### src/bus_supervisor_pkg.sv
// Constants, timing figures and register map for the bus-state supervisor
// Functional notes
// - HS idle over 3ms reverts to FS
// - Reversion no later than 3.125ms
// - FS mode switches DP pull-up on
// - Sample line state 100us to 875us after
// - Sampled J means suspend
// - Sampled SE0 means reset, start handshake
// - Fully suspended within 10ms of activity; here only after HS reversion, FS_ACTIVE never suspends
// - No resume before 5ms of quiet
// - Suspended device handshakes on SE0 immediately
// - FS device handshakes after 2.5us SE0
// - Handshake starts FS, pull-up on, no HS terms
// - Chirp: raw mode, HS transceiver, zero data
// - Chirp at least 1ms, ends by 7ms
// - Chirp starts before 6ms from reset
// - Chirp held 66000 transceiver clock cycles
// - Listen for host chirps from chirp start; here the filter only counts once the chirp ends
// - No host chirps: back to FS, await reset end
// - Handshake entry up to 4ms after SE0
// - From suspend, chirp within 6ms of wake
// - Raw opmode: ones as J, zeros as K
package bus_supervisor_pkg;

   // Clock period of pclk in picoseconds (125 MHz)
   localparam int unsigned CLK_PERIOD_PS   = 8000;
   // Nominal transceiver clock period in picoseconds (60 MHz, rounded up)
   localparam int unsigned XCVR_PERIOD_PS  = 16667;

   // Least time to cycles, rounded up, never below one
   // Works in 64 bits: anything past about 4.29ms overflows 32 bits in picoseconds
   function automatic int unsigned min_cycles(input int unsigned t_ns);
      longint unsigned c;
      c = (64'(t_ns) * 1000 + CLK_PERIOD_PS - 1) / CLK_PERIOD_PS;
      return (c < 1) ? 1 : 32'(c);
   endfunction : min_cycles

   // Longest time to cycles, rounded down, never below one
   function automatic int unsigned max_cycles(input int unsigned t_ns);
      longint unsigned c;
      c = (64'(t_ns) * 1000) / CLK_PERIOD_PS;
      return (c < 1) ? 1 : 32'(c);
   endfunction : max_cycles

   // Timing figures in microseconds, nanoseconds or transceiver clocks, as named, as specified
   localparam int unsigned HS_IDLE_NS      = 3_000;     // 3us; unused, the 3ms figure below is in microseconds
   localparam int unsigned HS_IDLE_US      = 3_000;     // 3ms idle before reversion
   localparam int unsigned HS_REVERT_MAX_US = 3_125;    // 3.125ms latest reversion
   localparam int unsigned SAMPLE_MIN_US   = 100;       // 100us earliest sample
   localparam int unsigned SAMPLE_MAX_US   = 875;       // 875us latest sample
   localparam int unsigned RESUME_MIN_US   = 5_000;     // 5ms quiet before resume
   localparam int unsigned QUIET_SAT_US    = 10_000;    // 10ms saturation of quiet time
   localparam int unsigned FS_RESET_NS     = 2_500;     // 2.5us SE0 in FS mode
   localparam int unsigned NOCHIRP_US      = 1_750;     // Host chirp timeout, 1.0..2.5ms
   localparam int unsigned RESUME_DRIVE_US = 1_000;     // Length of device resume K
   localparam int unsigned CHIRP_XCVR_CYC  = 66_000;    // Chirp length in transceiver clocks
   localparam int unsigned OPMODE_XCVR_CYC = 5;         // Opmode settle in transceiver clocks
   localparam int unsigned FILT_XCVR_CYC   = 165;       // Chirp filter in transceiver clocks

   // Derived cycle counts at pclk
   localparam int unsigned HS_IDLE_CYC     = min_cycles(HS_IDLE_US * 1000) + 1;
   localparam int unsigned SAMPLE_CYC      = min_cycles(SAMPLE_MIN_US * 1000) + 1;
   localparam int unsigned RESUME_MIN_CYC  = min_cycles(RESUME_MIN_US * 1000);
   localparam int unsigned QUIET_SAT_CYC   = max_cycles(QUIET_SAT_US * 1000);
   localparam int unsigned FS_RESET_CYC    = min_cycles(FS_RESET_NS) + 1;
   localparam int unsigned NOCHIRP_CYC     = min_cycles(NOCHIRP_US * 1000);
   localparam int unsigned RESUME_DRV_CYC  = min_cycles(RESUME_DRIVE_US * 1000);
   localparam int unsigned CHIRP_CYC       =
      (CHIRP_XCVR_CYC * XCVR_PERIOD_PS + CLK_PERIOD_PS - 1) / CLK_PERIOD_PS;
   localparam int unsigned OPMODE_CYC      =
      (OPMODE_XCVR_CYC * XCVR_PERIOD_PS + CLK_PERIOD_PS - 1) / CLK_PERIOD_PS;
   localparam int unsigned FILT_CYC        =
      (FILT_XCVR_CYC * XCVR_PERIOD_PS + CLK_PERIOD_PS - 1) / CLK_PERIOD_PS;

   // Counter width, enough for 10ms at 125 MHz
   localparam int unsigned TMR_W = 21;

   // Line state encodings
   localparam logic [1:0] LS_SE0 = 2'h0;
   localparam logic [1:0] LS_J   = 2'h1;
   localparam logic [1:0] LS_K   = 2'h2;

   // Operating modes
   localparam logic [1:0] OPMODE_NORMAL = 2'h0;
   localparam logic [1:0] OPMODE_RAW    = 2'h2;

   // Transceiver and termination selections
   localparam logic SEL_HS = 1'b0;
   localparam logic SEL_FS = 1'b1;

   // Register map, byte addresses
   localparam logic [7:0] CTRL_ADDR   = 8'h00;
   localparam logic [7:0] STATUS_ADDR = 8'h04;

   // Control field positions
   localparam int unsigned CTRL_RESUME_BIT = 0;
   localparam int unsigned CTRL_HSEN_BIT   = 1;
   localparam logic        HSEN_RESET      = 1'b1;

   // Status field positions
   localparam int unsigned ST_STATE_LSB = 0;
   localparam int unsigned ST_XCVR_BIT  = 4;
   localparam int unsigned ST_TERM_BIT  = 5;
   localparam int unsigned ST_SUSP_BIT  = 6;
   localparam int unsigned ST_RESP_BIT  = 7;
   localparam int unsigned ST_LS_LSB    = 8;

   // Supervisor states
   typedef enum {
      FS_ACTIVE, HS_ACTIVE, REVERTED, SUSPENDED, RESUMING,
      CHIRP_SETUP, CHIRPING, LISTEN, FS_RESET_WAIT
   } state_type;

endpackage : bus_supervisor_pkg

### src/bus_supervisor.sv
// Bus-state supervision, suspend/reset split and chirp handshake with APB access
//
// Decided for this implementation: the register offsets and the APB slave port.
`timescale 1ns/1ps
module bus_supervisor
   import bus_supervisor_pkg::*;
#(
   parameter int unsigned HS_IDLE_CYCLES   = HS_IDLE_CYC,
   parameter int unsigned SAMPLE_CYCLES    = SAMPLE_CYC,
   parameter int unsigned RESUME_MIN_CYCLES = RESUME_MIN_CYC,
   parameter int unsigned QUIET_SAT_CYCLES = QUIET_SAT_CYC,
   parameter int unsigned NOCHIRP_CYCLES   = NOCHIRP_CYC,
   parameter int unsigned RESUME_CYCLES    = RESUME_DRV_CYC,
   parameter int unsigned CHIRP_CYCLES     = CHIRP_CYC
) (
   input  wire logic        pclk,
   input  wire logic        presetn,
   input  wire logic        psel,
   input  wire logic        penable,
   input  wire logic        pwrite,
   input  wire logic [31:0] paddr,
   input  wire logic [31:0] pwdata,
   output logic      [31:0] prdata,
   output logic             pready,
   output logic             pslverr,
   input  wire logic [1:0]  line_state,
   output logic             xcvr_select,
   output logic             term_select,
   output logic [1:0]       op_mode,
   output logic             tx_valid,
   output logic [7:0]       tx_data,
   output logic             suspend_n,
   output logic             hs_mode
);

   // Line state synchroniser
   logic [1:0]       ls_meta;          // First stage, read only by second stage
   logic [1:0]       ls;               // Usable line state

   // Control state
   state_type        state;            // Current supervisor state
   state_type        next_state;       // Next supervisor state
   logic [TMR_W-1:0] tmr;              // Time spent in current state
   logic [TMR_W-1:0] quiet;            // Time since last bus activity
   logic [TMR_W-1:0] filt;             // Time the line has shown a host chirp
   logic [TMR_W-1:0] se0_cnt;          // Time of SE0 while at full speed
   logic             resume_pend;      // Software resume request waiting
   logic             hs_enable;        // Software permits high-speed handshake

   // APB decode
   logic             apb_wr;           // Write takes effect this cycle
   logic             hit_ctrl;         // Control register addressed
   logic             hit_status;       // Status register addressed

   // Two flops before anything looks at the line
   always_ff @(posedge pclk or negedge presetn) begin
      if (!presetn) begin
         ls_meta <= LS_J;
         ls      <= LS_J;
      end else begin
         ls_meta <= line_state;
         ls      <= ls_meta;
      end
   end

   // Zero wait state slave; every transfer finishes in its access cycle
   assign pready     = 1'b1;
   assign apb_wr     = psel & penable & pwrite;
   assign hit_ctrl   = (paddr[7:0] == CTRL_ADDR) && (paddr[31:8] == '0);
   assign hit_status = (paddr[7:0] == STATUS_ADDR) && (paddr[31:8] == '0);
   assign pslverr    = psel & penable & ~(hit_ctrl | hit_status);

   // Read data mux; unmapped reads return zero
   always_comb begin
      prdata = '0;
      if (hit_ctrl) begin
         prdata[CTRL_RESUME_BIT] = resume_pend;
         prdata[CTRL_HSEN_BIT]   = hs_enable;
      end else if (hit_status) begin
         prdata[ST_STATE_LSB +: 4] = 4'(state);
         prdata[ST_XCVR_BIT]       = xcvr_select;
         prdata[ST_TERM_BIT]       = term_select;
         prdata[ST_SUSP_BIT]       = suspend_n;
         prdata[ST_RESP_BIT]       = resume_pend;
         prdata[ST_LS_LSB +: 2]    = ls;
      end
   end

   // High-speed enable written by software
   always_ff @(posedge pclk or negedge presetn) begin
      if (!presetn) begin
         hs_enable <= HSEN_RESET;
      end else if (apb_wr && hit_ctrl) begin
         hs_enable <= pwdata[CTRL_HSEN_BIT];
      end
   end

   // Resume request; a new request wins over the clear on taking one
   always_ff @(posedge pclk or negedge presetn) begin
      if (!presetn) begin
         resume_pend <= 1'b0;
      end else if (apb_wr && hit_ctrl && pwdata[CTRL_RESUME_BIT]) begin
         resume_pend <= 1'b1;
      end else if (state == SUSPENDED && next_state == RESUMING) begin
         resume_pend <= 1'b0;
      end
   end

   // Quiet time since last activity; HS idle is SE0, FS idle is J
   always_ff @(posedge pclk or negedge presetn) begin
      if (!presetn) begin
         quiet <= '0;
      end else if ((state == HS_ACTIVE && ls != LS_SE0) ||
                   (state == FS_ACTIVE && ls != LS_J) ||
                   state == RESUMING || state == CHIRPING ||
                   // Entering HS starts a fresh idle count; a stale count would revert at once
                   (next_state == HS_ACTIVE && state != HS_ACTIVE)) begin
         quiet <= '0;
      end else if (quiet < TMR_W'(QUIET_SAT_CYCLES)) begin
         quiet <= quiet + 1'b1;
      end
   end

   // SE0 length while active at full speed
   always_ff @(posedge pclk or negedge presetn) begin
      if (!presetn) begin
         se0_cnt <= '0;
      end else if (state != FS_ACTIVE || ls != LS_SE0) begin
         se0_cnt <= '0;
      end else if (se0_cnt < TMR_W'(FS_RESET_CYC)) begin
         se0_cnt <= se0_cnt + 1'b1;
      end
   end

   // Host chirp filter; any non-squelch level held long enough counts
   // Our own chirp K is not a host chirp, so the filter is held clear while we transmit
   always_ff @(posedge pclk or negedge presetn) begin
      if (!presetn) begin
         filt <= '0;
      end else if ((state != CHIRPING && state != LISTEN) || ls == LS_SE0 || tx_valid) begin
         filt <= '0;
      end else if (filt < TMR_W'(FILT_CYC)) begin
         filt <= filt + 1'b1;
      end
   end

   // State timer restarts on every change of state
   always_ff @(posedge pclk or negedge presetn) begin
      if (!presetn) begin
         tmr <= '0;
      end else if (next_state != state) begin
         tmr <= '0;
      end else if (tmr != '1) begin
         tmr <= tmr + 1'b1;
      end
   end

   // State register
   always_ff @(posedge pclk or negedge presetn) begin
      if (!presetn) begin
         state <= FS_ACTIVE;
      end else begin
         state <= next_state;
      end
   end

   // Supervisor transitions
   always_comb begin
      next_state = state;
      case (state)
         FS_ACTIVE: begin
            // Long SE0 at full speed is a reset; short SE0 is an EOP
            if (se0_cnt >= TMR_W'(FS_RESET_CYC)) begin
               next_state = hs_enable ? CHIRP_SETUP : FS_RESET_WAIT;
            end
         end
         HS_ACTIVE: begin
            // Idle counted from last activity; reverts just past 3ms, well inside 3.125ms
            if (quiet >= TMR_W'(HS_IDLE_CYCLES)) begin
               next_state = REVERTED;
            end
         end
         REVERTED: begin
            // One sample, early in the 100us..875us window
            if (tmr >= TMR_W'(SAMPLE_CYCLES)) begin
               if (ls == LS_J) begin
                  next_state = SUSPENDED;
               end else if (ls == LS_SE0) begin
                  next_state = hs_enable ? CHIRP_SETUP : FS_RESET_WAIT;
               end else begin
                  next_state = HS_ACTIVE;
               end
            end
         end
         SUSPENDED: begin
            if (ls == LS_SE0) begin
               next_state = hs_enable ? CHIRP_SETUP : FS_RESET_WAIT;
            end else if (ls == LS_K) begin
               next_state = HS_ACTIVE;
            end else if (resume_pend && quiet >= TMR_W'(RESUME_MIN_CYCLES)) begin
               next_state = RESUMING;
            end
         end
         RESUMING: begin
            if (tmr >= TMR_W'(RESUME_CYCLES - 1)) begin
               next_state = HS_ACTIVE;
            end
         end
         CHIRP_SETUP: begin
            // Raw mode must settle before transmit valid rises
            if (tmr >= TMR_W'(OPMODE_CYC - 1)) begin
               next_state = CHIRPING;
            end
         end
         CHIRPING: begin
            if (tmr >= TMR_W'(CHIRP_CYCLES - 1)) begin
               next_state = LISTEN;
            end
         end
         LISTEN: begin
            // Full sequence validation is left to the link controller
            if (filt >= TMR_W'(FILT_CYC)) begin
               next_state = HS_ACTIVE;
            end else if (tmr >= TMR_W'(NOCHIRP_CYCLES)) begin
               next_state = FS_RESET_WAIT;
            end
         end
         FS_RESET_WAIT: begin
            // Reset ends when the host releases SE0
            if (ls != LS_SE0) begin
               next_state = FS_ACTIVE;
            end
         end
         default: begin
            next_state = FS_ACTIVE;
         end
      endcase
   end

   // Transceiver controls, registered from the next state so they move with it
   always_ff @(posedge pclk or negedge presetn) begin
      if (!presetn) begin
         xcvr_select <= SEL_FS;
         term_select <= SEL_FS;
         op_mode     <= OPMODE_NORMAL;
         tx_valid    <= 1'b0;
         suspend_n   <= 1'b1;
         hs_mode     <= 1'b0;
      end else begin
         xcvr_select <= SEL_FS;
         term_select <= SEL_FS;
         op_mode     <= OPMODE_NORMAL;
         tx_valid    <= 1'b0;
         suspend_n   <= 1'b1;
         hs_mode     <= 1'b0;
         case (next_state)
            HS_ACTIVE: begin
               xcvr_select <= SEL_HS;
               term_select <= SEL_HS;
               hs_mode     <= 1'b1;
            end
            SUSPENDED: begin
               suspend_n <= 1'b0;
            end
            RESUMING: begin
               // Full-speed K from zero data in raw mode
               op_mode  <= OPMODE_RAW;
               tx_valid <= 1'b1;
            end
            CHIRP_SETUP: begin
               op_mode     <= OPMODE_RAW;
               xcvr_select <= SEL_HS;
            end
            CHIRPING: begin
               op_mode     <= OPMODE_RAW;
               xcvr_select <= SEL_HS;
               tx_valid    <= 1'b1;
            end
            default: begin
               // Full-speed defaults already applied
            end
         endcase
      end
   end

   // Chirp and resume data are all zeros, which the raw mode sends as K
   always_ff @(posedge pclk or negedge presetn) begin
      if (!presetn) begin
         tx_data <= 8'h00;
      end else begin
         tx_data <= 8'h00;
      end
   end

endmodule : bus_supervisor

### config.mk
export PLATFORM = sky130hd
export DESIGN_NAME = bus_supervisor
export DESIGN_NICKNAME = d
export VERILOG_FILES = /design/src/bus_supervisor_pkg.sv /design/src/bus_supervisor.sv
export SDC_FILE = /design/constraint.sdc
export NUM_CORES = 1
export LEC_CHECK = 0
export ABC_AREA = 1
export BUFFER_PORTS_ARGS = -buffer_cell sky130_fd_sc_hd__buf_2
export CORE_MARGIN = 3
export CORE_UTILIZATION = 45
export DETAILED_ROUTE_END_ITERATION = 10
export PLACE_DENSITY_LB_ADDON = 0.05
export SYNTH_ARGS = -nofsm -noshare
export SYNTH_HDL_FRONTEND = slang
export SYNTH_SLANG_ARGS = --single-unit
### constraint.sdc
create_clock -name pclk -period 4.4 [get_ports pclk]
set_clock_uncertainty 0.1 [all_clocks]
set_input_delay 1.32 -clock pclk [delete_from_list [all_inputs] [get_ports pclk]]
set_output_delay 1.32 -clock pclk [all_outputs]
set_load 0.02 [all_outputs]
; ---- Word level (Yosys, flattened, before mapping)
; Index checks and enable logic that the tools add are counted.
[word_totals]
regBits = 129
inputBits = 71
output_inout_bits = 49
elab_cells = 131
[classes]
addsub = 4
n_lt_le_gt_ge = 12
eq_ne = 28
muxes = 35
bitwise = 5
n_reduce_logical = 32
[ops]
columns = op, n
row1 = $mux 32, 12
row2 = $pmux 32 s9, 1
row3 = $eq 32x3->1 const B, 8
row4 = $mux 21, 8
row5 = $eq 32x2->1 const B, 5
row6 = $eq 32x4->1 const B, 4
row7 = $add 21x1->21 const B, 4
row8 = $eq 32x1->1 const B, 2
row9 = $logic_not 32->1, 2
row10 = $ne 32x4->1 const B, 2
row11 = $ge 21x18->1 const B, 2
row12 = $ge 21x9->1 const B, 2
row13 = $lt 21x9->1 const B, 2
row14 = $ne 32x2->1 const B, 1
row15 = $ne 32x32->1, 1
row16 = $reduce_bool 32->1, 1
row17 = $logic_not 24->1, 1
row18 = $ge 21x14->1 const B, 1
row19 = $ge 21x17->1 const B, 1
row20 = $ge 21x19->1 const B, 1
row21 = $ge 21x20->1 const B, 1
row22 = $ge 21x4->1 const B, 1
row23 = $lt 21x21->1 const B, 1
row24 = $ne 21x21->1 const B, 1
row25 = 19 further kinds, 51

; ---- Depth between registers and ports, before layout
[logic_depth]
ltp_word = 10
mapped_depth = 20
ltp_nobuf = 19

; ---- Worst setup path before layout
; No wires, ideal clock.
[synth_path]
path_kind = input to output
from = in paddr[17]
to = out prdata[0]
arrival_time_ns = 2.498
required_ns = 2.980
slack_ns = 0.482
cell_stages = 6
path_buffers = 0
path_cell_list = nor4_1 -> and2_1 -> nand4_1 -> inv_1 -> nand3_1 -> o22ai_1
[synth_via]
elab_chain_len = 4
word_cells_on_any_way = 5
cone_classes = mux (2) / reduce/logical (3)
[synth_rtl]
columns = element, line_no
row1 = start: declaration, bus_supervisor.sv:21  ; input wire logic [31:0] paddr,
row2 = $logic_not 24->1 (*), "bus_supervisor.sv:69, bus_supervisor.sv:70"
row3 = $logic_and 1x1->1, bus_supervisor.sv:70  ; assign hit_status = (paddr[7:0] == STATUS_ADDR) && (paddr[31:8] == '0);
row4 = $mux 10, bus_supervisor.sv:79  ; end else if (hit_status) begin
row5 = $mux 2 (*), bus_supervisor.sv:76  ; if (hit_ctrl) begin
row6 = end: declaration, bus_supervisor.sv:23  ; output logic [31:0] prdata,
; Every way passes the cells marked *; elsewhere a longest branch is shown, timed or not.

; ---- Worst setup path after layout
[layout_path]
from = in paddr[17]
to = out prdata[7]
[layout_via]
elab_chain_len = 4
word_cells_on_any_way = 5
cone_classes = mux (2) / reduce/logical (3)
[layout_rtl]
columns = element, line_no
row1 = $logic_not 24->1 (*), "bus_supervisor.sv:69, bus_supervisor.sv:70"
row2 = $logic_and 1x1->1, bus_supervisor.sv:70
row3 = $mux 10, bus_supervisor.sv:79
row4 = $mux 8 (*), bus_supervisor.sv:76
; Marked as above.

==> impl_results.html <==
<table>
<tr><th>Metric</th><th>Value</th></tr>
<tr><th colspan="2">Layout</th></tr>
<tr><td>Ratio of cells with drive above 1 in the final layout</td><td>15.7%</td></tr>
<tr><td>Diode count</td><td>0</td></tr>
<tr><td>Final std cells w/o fill</td><td>1,343</td></tr>
<tr><td>P&amp;R area growth vs syn</td><td>13.7%</td></tr>
<tr><td>Final Net Count</td><td>1,195</td></tr>
<tr><th colspan="2">Yosys</th></tr>
<tr><td>Number of library cell types mapped by synthesis</td><td>48</td></tr>
<tr><td>Mean Syn Cell Area</td><td>~7.4 um^2</td></tr>
<tr><td>Cell types occupying the most area after synthesis</td><td>dfrtp_1 (40%), nand2_1 (9.7%), nor2_1 (7.9%)</td></tr>
<tr><td>Combined area of all synthesized cells</td><td>7540 um^2</td></tr>
<tr><td>Async set-or-reset flop fraction in the synthesized netlist</td><td>100%</td></tr>
<tr><td>Most common library cells after synthesis</td><td>nand2_1 (195), nor2_1 (158), inv_1 (149), dfrtp_1 (122), nand3_1 (71)</td></tr>
<tr><td>Complex-gate fraction of the synthesized area</td><td>7.37%</td></tr>
<tr><td>Fraction of the yosys area taken by sequential cells</td><td>a little over two fifths</td></tr>
<tr><td>Top cell type's share of synthesized area</td><td>about two fifths</td></tr>
<tr><td>Gate Count Post-Synth</td><td>about 1,000</td></tr>
<tr><td>Yosys warning total</td><td>0</td></tr>
<tr><td>Seq cells post-synth</td><td>128</td></tr>
<tr><td>Leading area contributor after synthesis</td><td>dfrtp_1</td></tr>
<tr><td>EDFF count, synth</td><td>0</td></tr>
<tr><td>Dominant register cell in the synthesized netlist</td><td>dfrtp_1</td></tr>
<tr><td>Combinational family with the most area after synthesis</td><td>simple AND/OR/NAND/NOR gates</td></tr>
<tr><td>Share of cell area taken by muxes after synthesis</td><td>0%</td></tr>
<tr><td>Area share of xor/xnor cells in the synthesized design</td><td>1.16%</td></tr>
<tr><td>Simple logic cell fraction of the synthesized area</td><td>34.3%</td></tr>
<tr><td>Count leader, synth</td><td>nand2_1</td></tr>
<tr><td>Fraction of the mapped netlist area in adder cells</td><td>1.66%</td></tr>
<tr><th colspan="2">Clock tree</th></tr>
<tr><td>Number of buffers on the longest clock path</td><td>2</td></tr>
<tr><td>Clock buffers created by TritonCTS</td><td>17</td></tr>
<tr><td>Post-CTS Hold Fix Bufs</td><td>0</td></tr>
<tr><td>TritonCTS clock tree</td><td>yes</td></tr>
<tr><td>Number of cells upsized or downsized after cts</td><td>0</td></tr>
<tr><td>Clock latency at the later pin of the worst-skew pair</td><td>0.42 ns</td></tr>
<tr><td>Maximum level of the CTS H-tree</td><td>4</td></tr>
<tr><td>Setup fix buffers added after clock tree synthesis</td><td>0</td></tr>
<tr><td>Root buffer selected by CTS</td><td>clkbuf_16</td></tr>
<tr><td>CTS sink count</td><td>128</td></tr>
<tr><td>Clk slew on worst S/H paths</td><td>0.06 ns</td></tr>
<tr><th colspan="2">Place</th></tr>
<tr><td>Post-Place Cells</td><td>1,311</td></tr>
<tr><td>Routability congestion estimate</td><td>between 0.8 and 0.9</td></tr>
<tr><td>Detail Placement HPWL</td><td>12,500 um</td></tr>
<tr><td>Count of buffers from port buffering</td><td>57</td></tr>
<tr><th colspan="2">STA</th></tr>
<tr><td>Actual transition at the worst max-transition pin</td><td>0.850 ns</td></tr>
<tr><td>Number of pins with negative max-slew slack in the final report</td><td>0</td></tr>
<tr><td>Part of the cycle the worst path needs</td><td>95.1%</td></tr>
<tr><td>Fmax</td><td>239 MHz</td></tr>
<tr><td>Endpoints failing setup</td><td>0</td></tr>
<tr><td>Worst slew margin</td><td>43.1%</td></tr>
<tr><td>Aggregate negative setup slack</td><td>0 ns</td></tr>
<tr><td>Tightest hold margin</td><td>0.249 ns</td></tr>
<tr><td>Hold Fails Final Rpt</td><td>0</td></tr>
<tr><td>Final critical path time including I/O delays and setup</td><td>4.18 ns</td></tr>
<tr><td>Unrepaired setup endpoints after global routing</td><td>no</td></tr>
<tr><th colspan="2">Setup path</th></tr>
<tr><td>Worst path max stage delay</td><td>0.30 ns</td></tr>
<tr><td>Maximum fanout count along the critical path</td><td>5</td></tr>
<tr><td>Data arrival time at the worst-slack endpoint</td><td>between 2 and 3 ns</td></tr>
<tr><td>CP Cell Sequence</td><td>buf_2, nor4_1, and2_1, nand4_1, inv_1, nand3_1, nor2_1, buf_2</td></tr>
<tr><td>Sort of element at the end of the critical path</td><td>primary output</td></tr>
<tr><td>Most frequent cell on the critical path</td><td>buf_2</td></tr>
<tr><td>CP Data Required Time</td><td>2.98 ns</td></tr>
<tr><td>Nature of the critical path startpoint</td><td>input port</td></tr>
<tr><td>CP max-delay cell</td><td>nor2_1</td></tr>
<tr><td>Path type of the worst setup path</td><td>input port to primary output</td></tr>
<tr><th colspan="2">Floorplanning</th></tr>
<tr><td>Die Span Y</td><td>135 um</td></tr>
<tr><td>X dimension of the die</td><td>135 um</td></tr>
<tr><td>Num ports</td><td>120</td></tr>
<tr><td>Die outline area</td><td>18,300 um^2</td></tr>
<tr><td>Starting density of the core</td><td>46.8%</td></tr>
<tr><td>Area of the placeable core</td><td>16,100 um^2</td></tr>
<tr><td>Number of standard-cell rows in the floorplan</td><td>46</td></tr>
<tr><th colspan="2">Global route</th></tr>
<tr><td>Largest net degree at the start of global routing</td><td>79</td></tr>
<tr><td>Vias in the first global route</td><td>roughly 5,900</td></tr>
<tr><td>Total track usage</td><td>between 10% and 20%</td></tr>
<tr><td>First-pass GRT wire length</td><td>roughly 28,000 um</td></tr>
<tr><td>Global route overflow</td><td>0</td></tr>
<tr><td>Number of antenna violations at the first check in global routing</td><td>0</td></tr>
<tr><th colspan="2">Drt</th></tr>
<tr><td>Routed Antenna Nets</td><td>0</td></tr>
<tr><td>DR pass1 iterations</td><td>5</td></tr>
<tr><td>Sum of routed wire length over all layers</td><td>16,700 um</td></tr>
<tr><td>Number of vias per cell</td><td>4.76</td></tr>
<tr><td>Initial drt markers</td><td>between 500 and 600</td></tr>
<tr><td>Detail-routed net length per standard cell</td><td>12.5 um</td></tr>
<tr><td>Number of vias in the routed layout</td><td>6,390</td></tr>
<tr><td>DRC violation count after routing</td><td>0</td></tr>
<tr><th colspan="2">Run status</th></tr>
<tr><td>Outcome</td><td>finished clean</td></tr>
<tr><th colspan="2">Pwr</th></tr>
<tr><td>Static leakage power</td><td>roughly 4.2 nW</td></tr>
<tr><td>Maximum vdd drop</td><td>about 0.00026 V</td></tr>
<tr><td>Power per cell area</td><td>about 300 nW/um^2</td></tr>
<tr><th colspan="2">Worst hold path</th></tr>
<tr><td>Worst hold-check path type</td><td>flip-flop to flip-flop</td></tr>
<tr><th colspan="2">Job</th></tr>
<tr><td>Max-capacitance violation count</td><td>0</td></tr>
</table>
[stage by stage]
| step | total power (W) | util (%) | cell area [um^2] | setup slack [ns] |
|---|---|---|---|---|
| finish | 0.00259 | 53.2 | 8570 | 0.216 |
| global route | 0.00270 | 53.2 | 8570 | 0.0179 |
| CTS | 0.00263 | 53.2 | 8570 | 0.173 |
| detailed placement | 0.00130 | 49.8 | 8020 | 0.179 |
| global placement | 0.00130 | 49.8 | 8020 | 0.168 |
| floorplan | 0.00127 | - | 7760 | 0.482 |
[placed cells by master, fill, tap and decap left out, types with 7 or more instances in the layout]
cell       Yosys  layout
a21oi_1       43      43
buf_2         10      56
clkbuf_16      0      17
conb_1         2      60
dfrtp_1      122     122
ha_1          10      10
inv_1        149     149
inv_2         18      18
nand2_1      195     195
nand2_2        7       7
nand3_1       71      71
nand3_2        7       7
nand4_1       28      28
nor2_1       158     158
nor2_2        37      37
nor3_1        19      19
nor4_1        19      19
o21ai_0       29      29
xor2_1        10      10
[final timing paths]
check / from / to / slack, ns / depth (start not counted)
setup reg to reg: tmr[1]$_DFFE_PN0P_ / quiet[0]$_DFFE_PN0P_ / 1.58 / 16
min in group asynchronous: presetn / quiet[4]$_DFFE_PN0P_ / 0.81 / 1
hold reg to reg: ls_meta[1]$_DFF_PN0_ / ls[1]$_DFF_PN0_ / 0.25 / 0
setup / recovery: paddr[17] / prdata[7] / 0.22 / 8
hold / removal: ls_meta[1]$_DFF_PN0_ / ls[1]$_DFF_PN0_ / 0.25 / 0
max in group asynchronous: presetn / hs_enable$_DFFE_PN1P_ / 2.62 / 2
[state kept, by name (all words and copies together) (netlist names), 2 cells and up]
signal	flops
ls_meta	2
ls	2
filt	21
tmr	21
state	32
se0_cnt	21
quiet	21
[critical path, delay by kind of cell]
kind                   cells  cell delay [ns]
and+or+nand+nor            5             1.02
buffers and inverters      3             0.41
[report_power, final]
group | switching, W | total, W | internal, W
Clock | 0.000573 | 0.00131 | 0.000739
Combinational | 0.0000616 | 0.0000805 | 0.0000189
Sequential | 0.00000419 | 0.00120 | 0.00119
[cell type report]
class                      count  area (um^2)
multi-input combinational    738         3580
clock inverter                14          124
sequential                   128         3210
timing repair buffer          59          319
inverter                     170          638
clock buffer                  18          429
tap                          216          270
fill                        1647         7540
[logic make-up after synthesis]
logic type                 Yosys count
xor gates and xnor gates            10
buffers and inverters              216
other                                2
AOI/OAI and AO/OA                   98
DFF                                128
and+or+nand+nor                    560
adders and majority gates           10
[layer usage]
layer  GRT usage [%]  vias up  part of all wire, %
met5               0        -                    0
li1                -     3343                    -
met2            29.5      148                   44
met1            27.4     2881                   49
met3            4.68       18                  4.7
met4            6.05        0                  1.5
No activity file was read; power rests on OpenSTA's default activity.
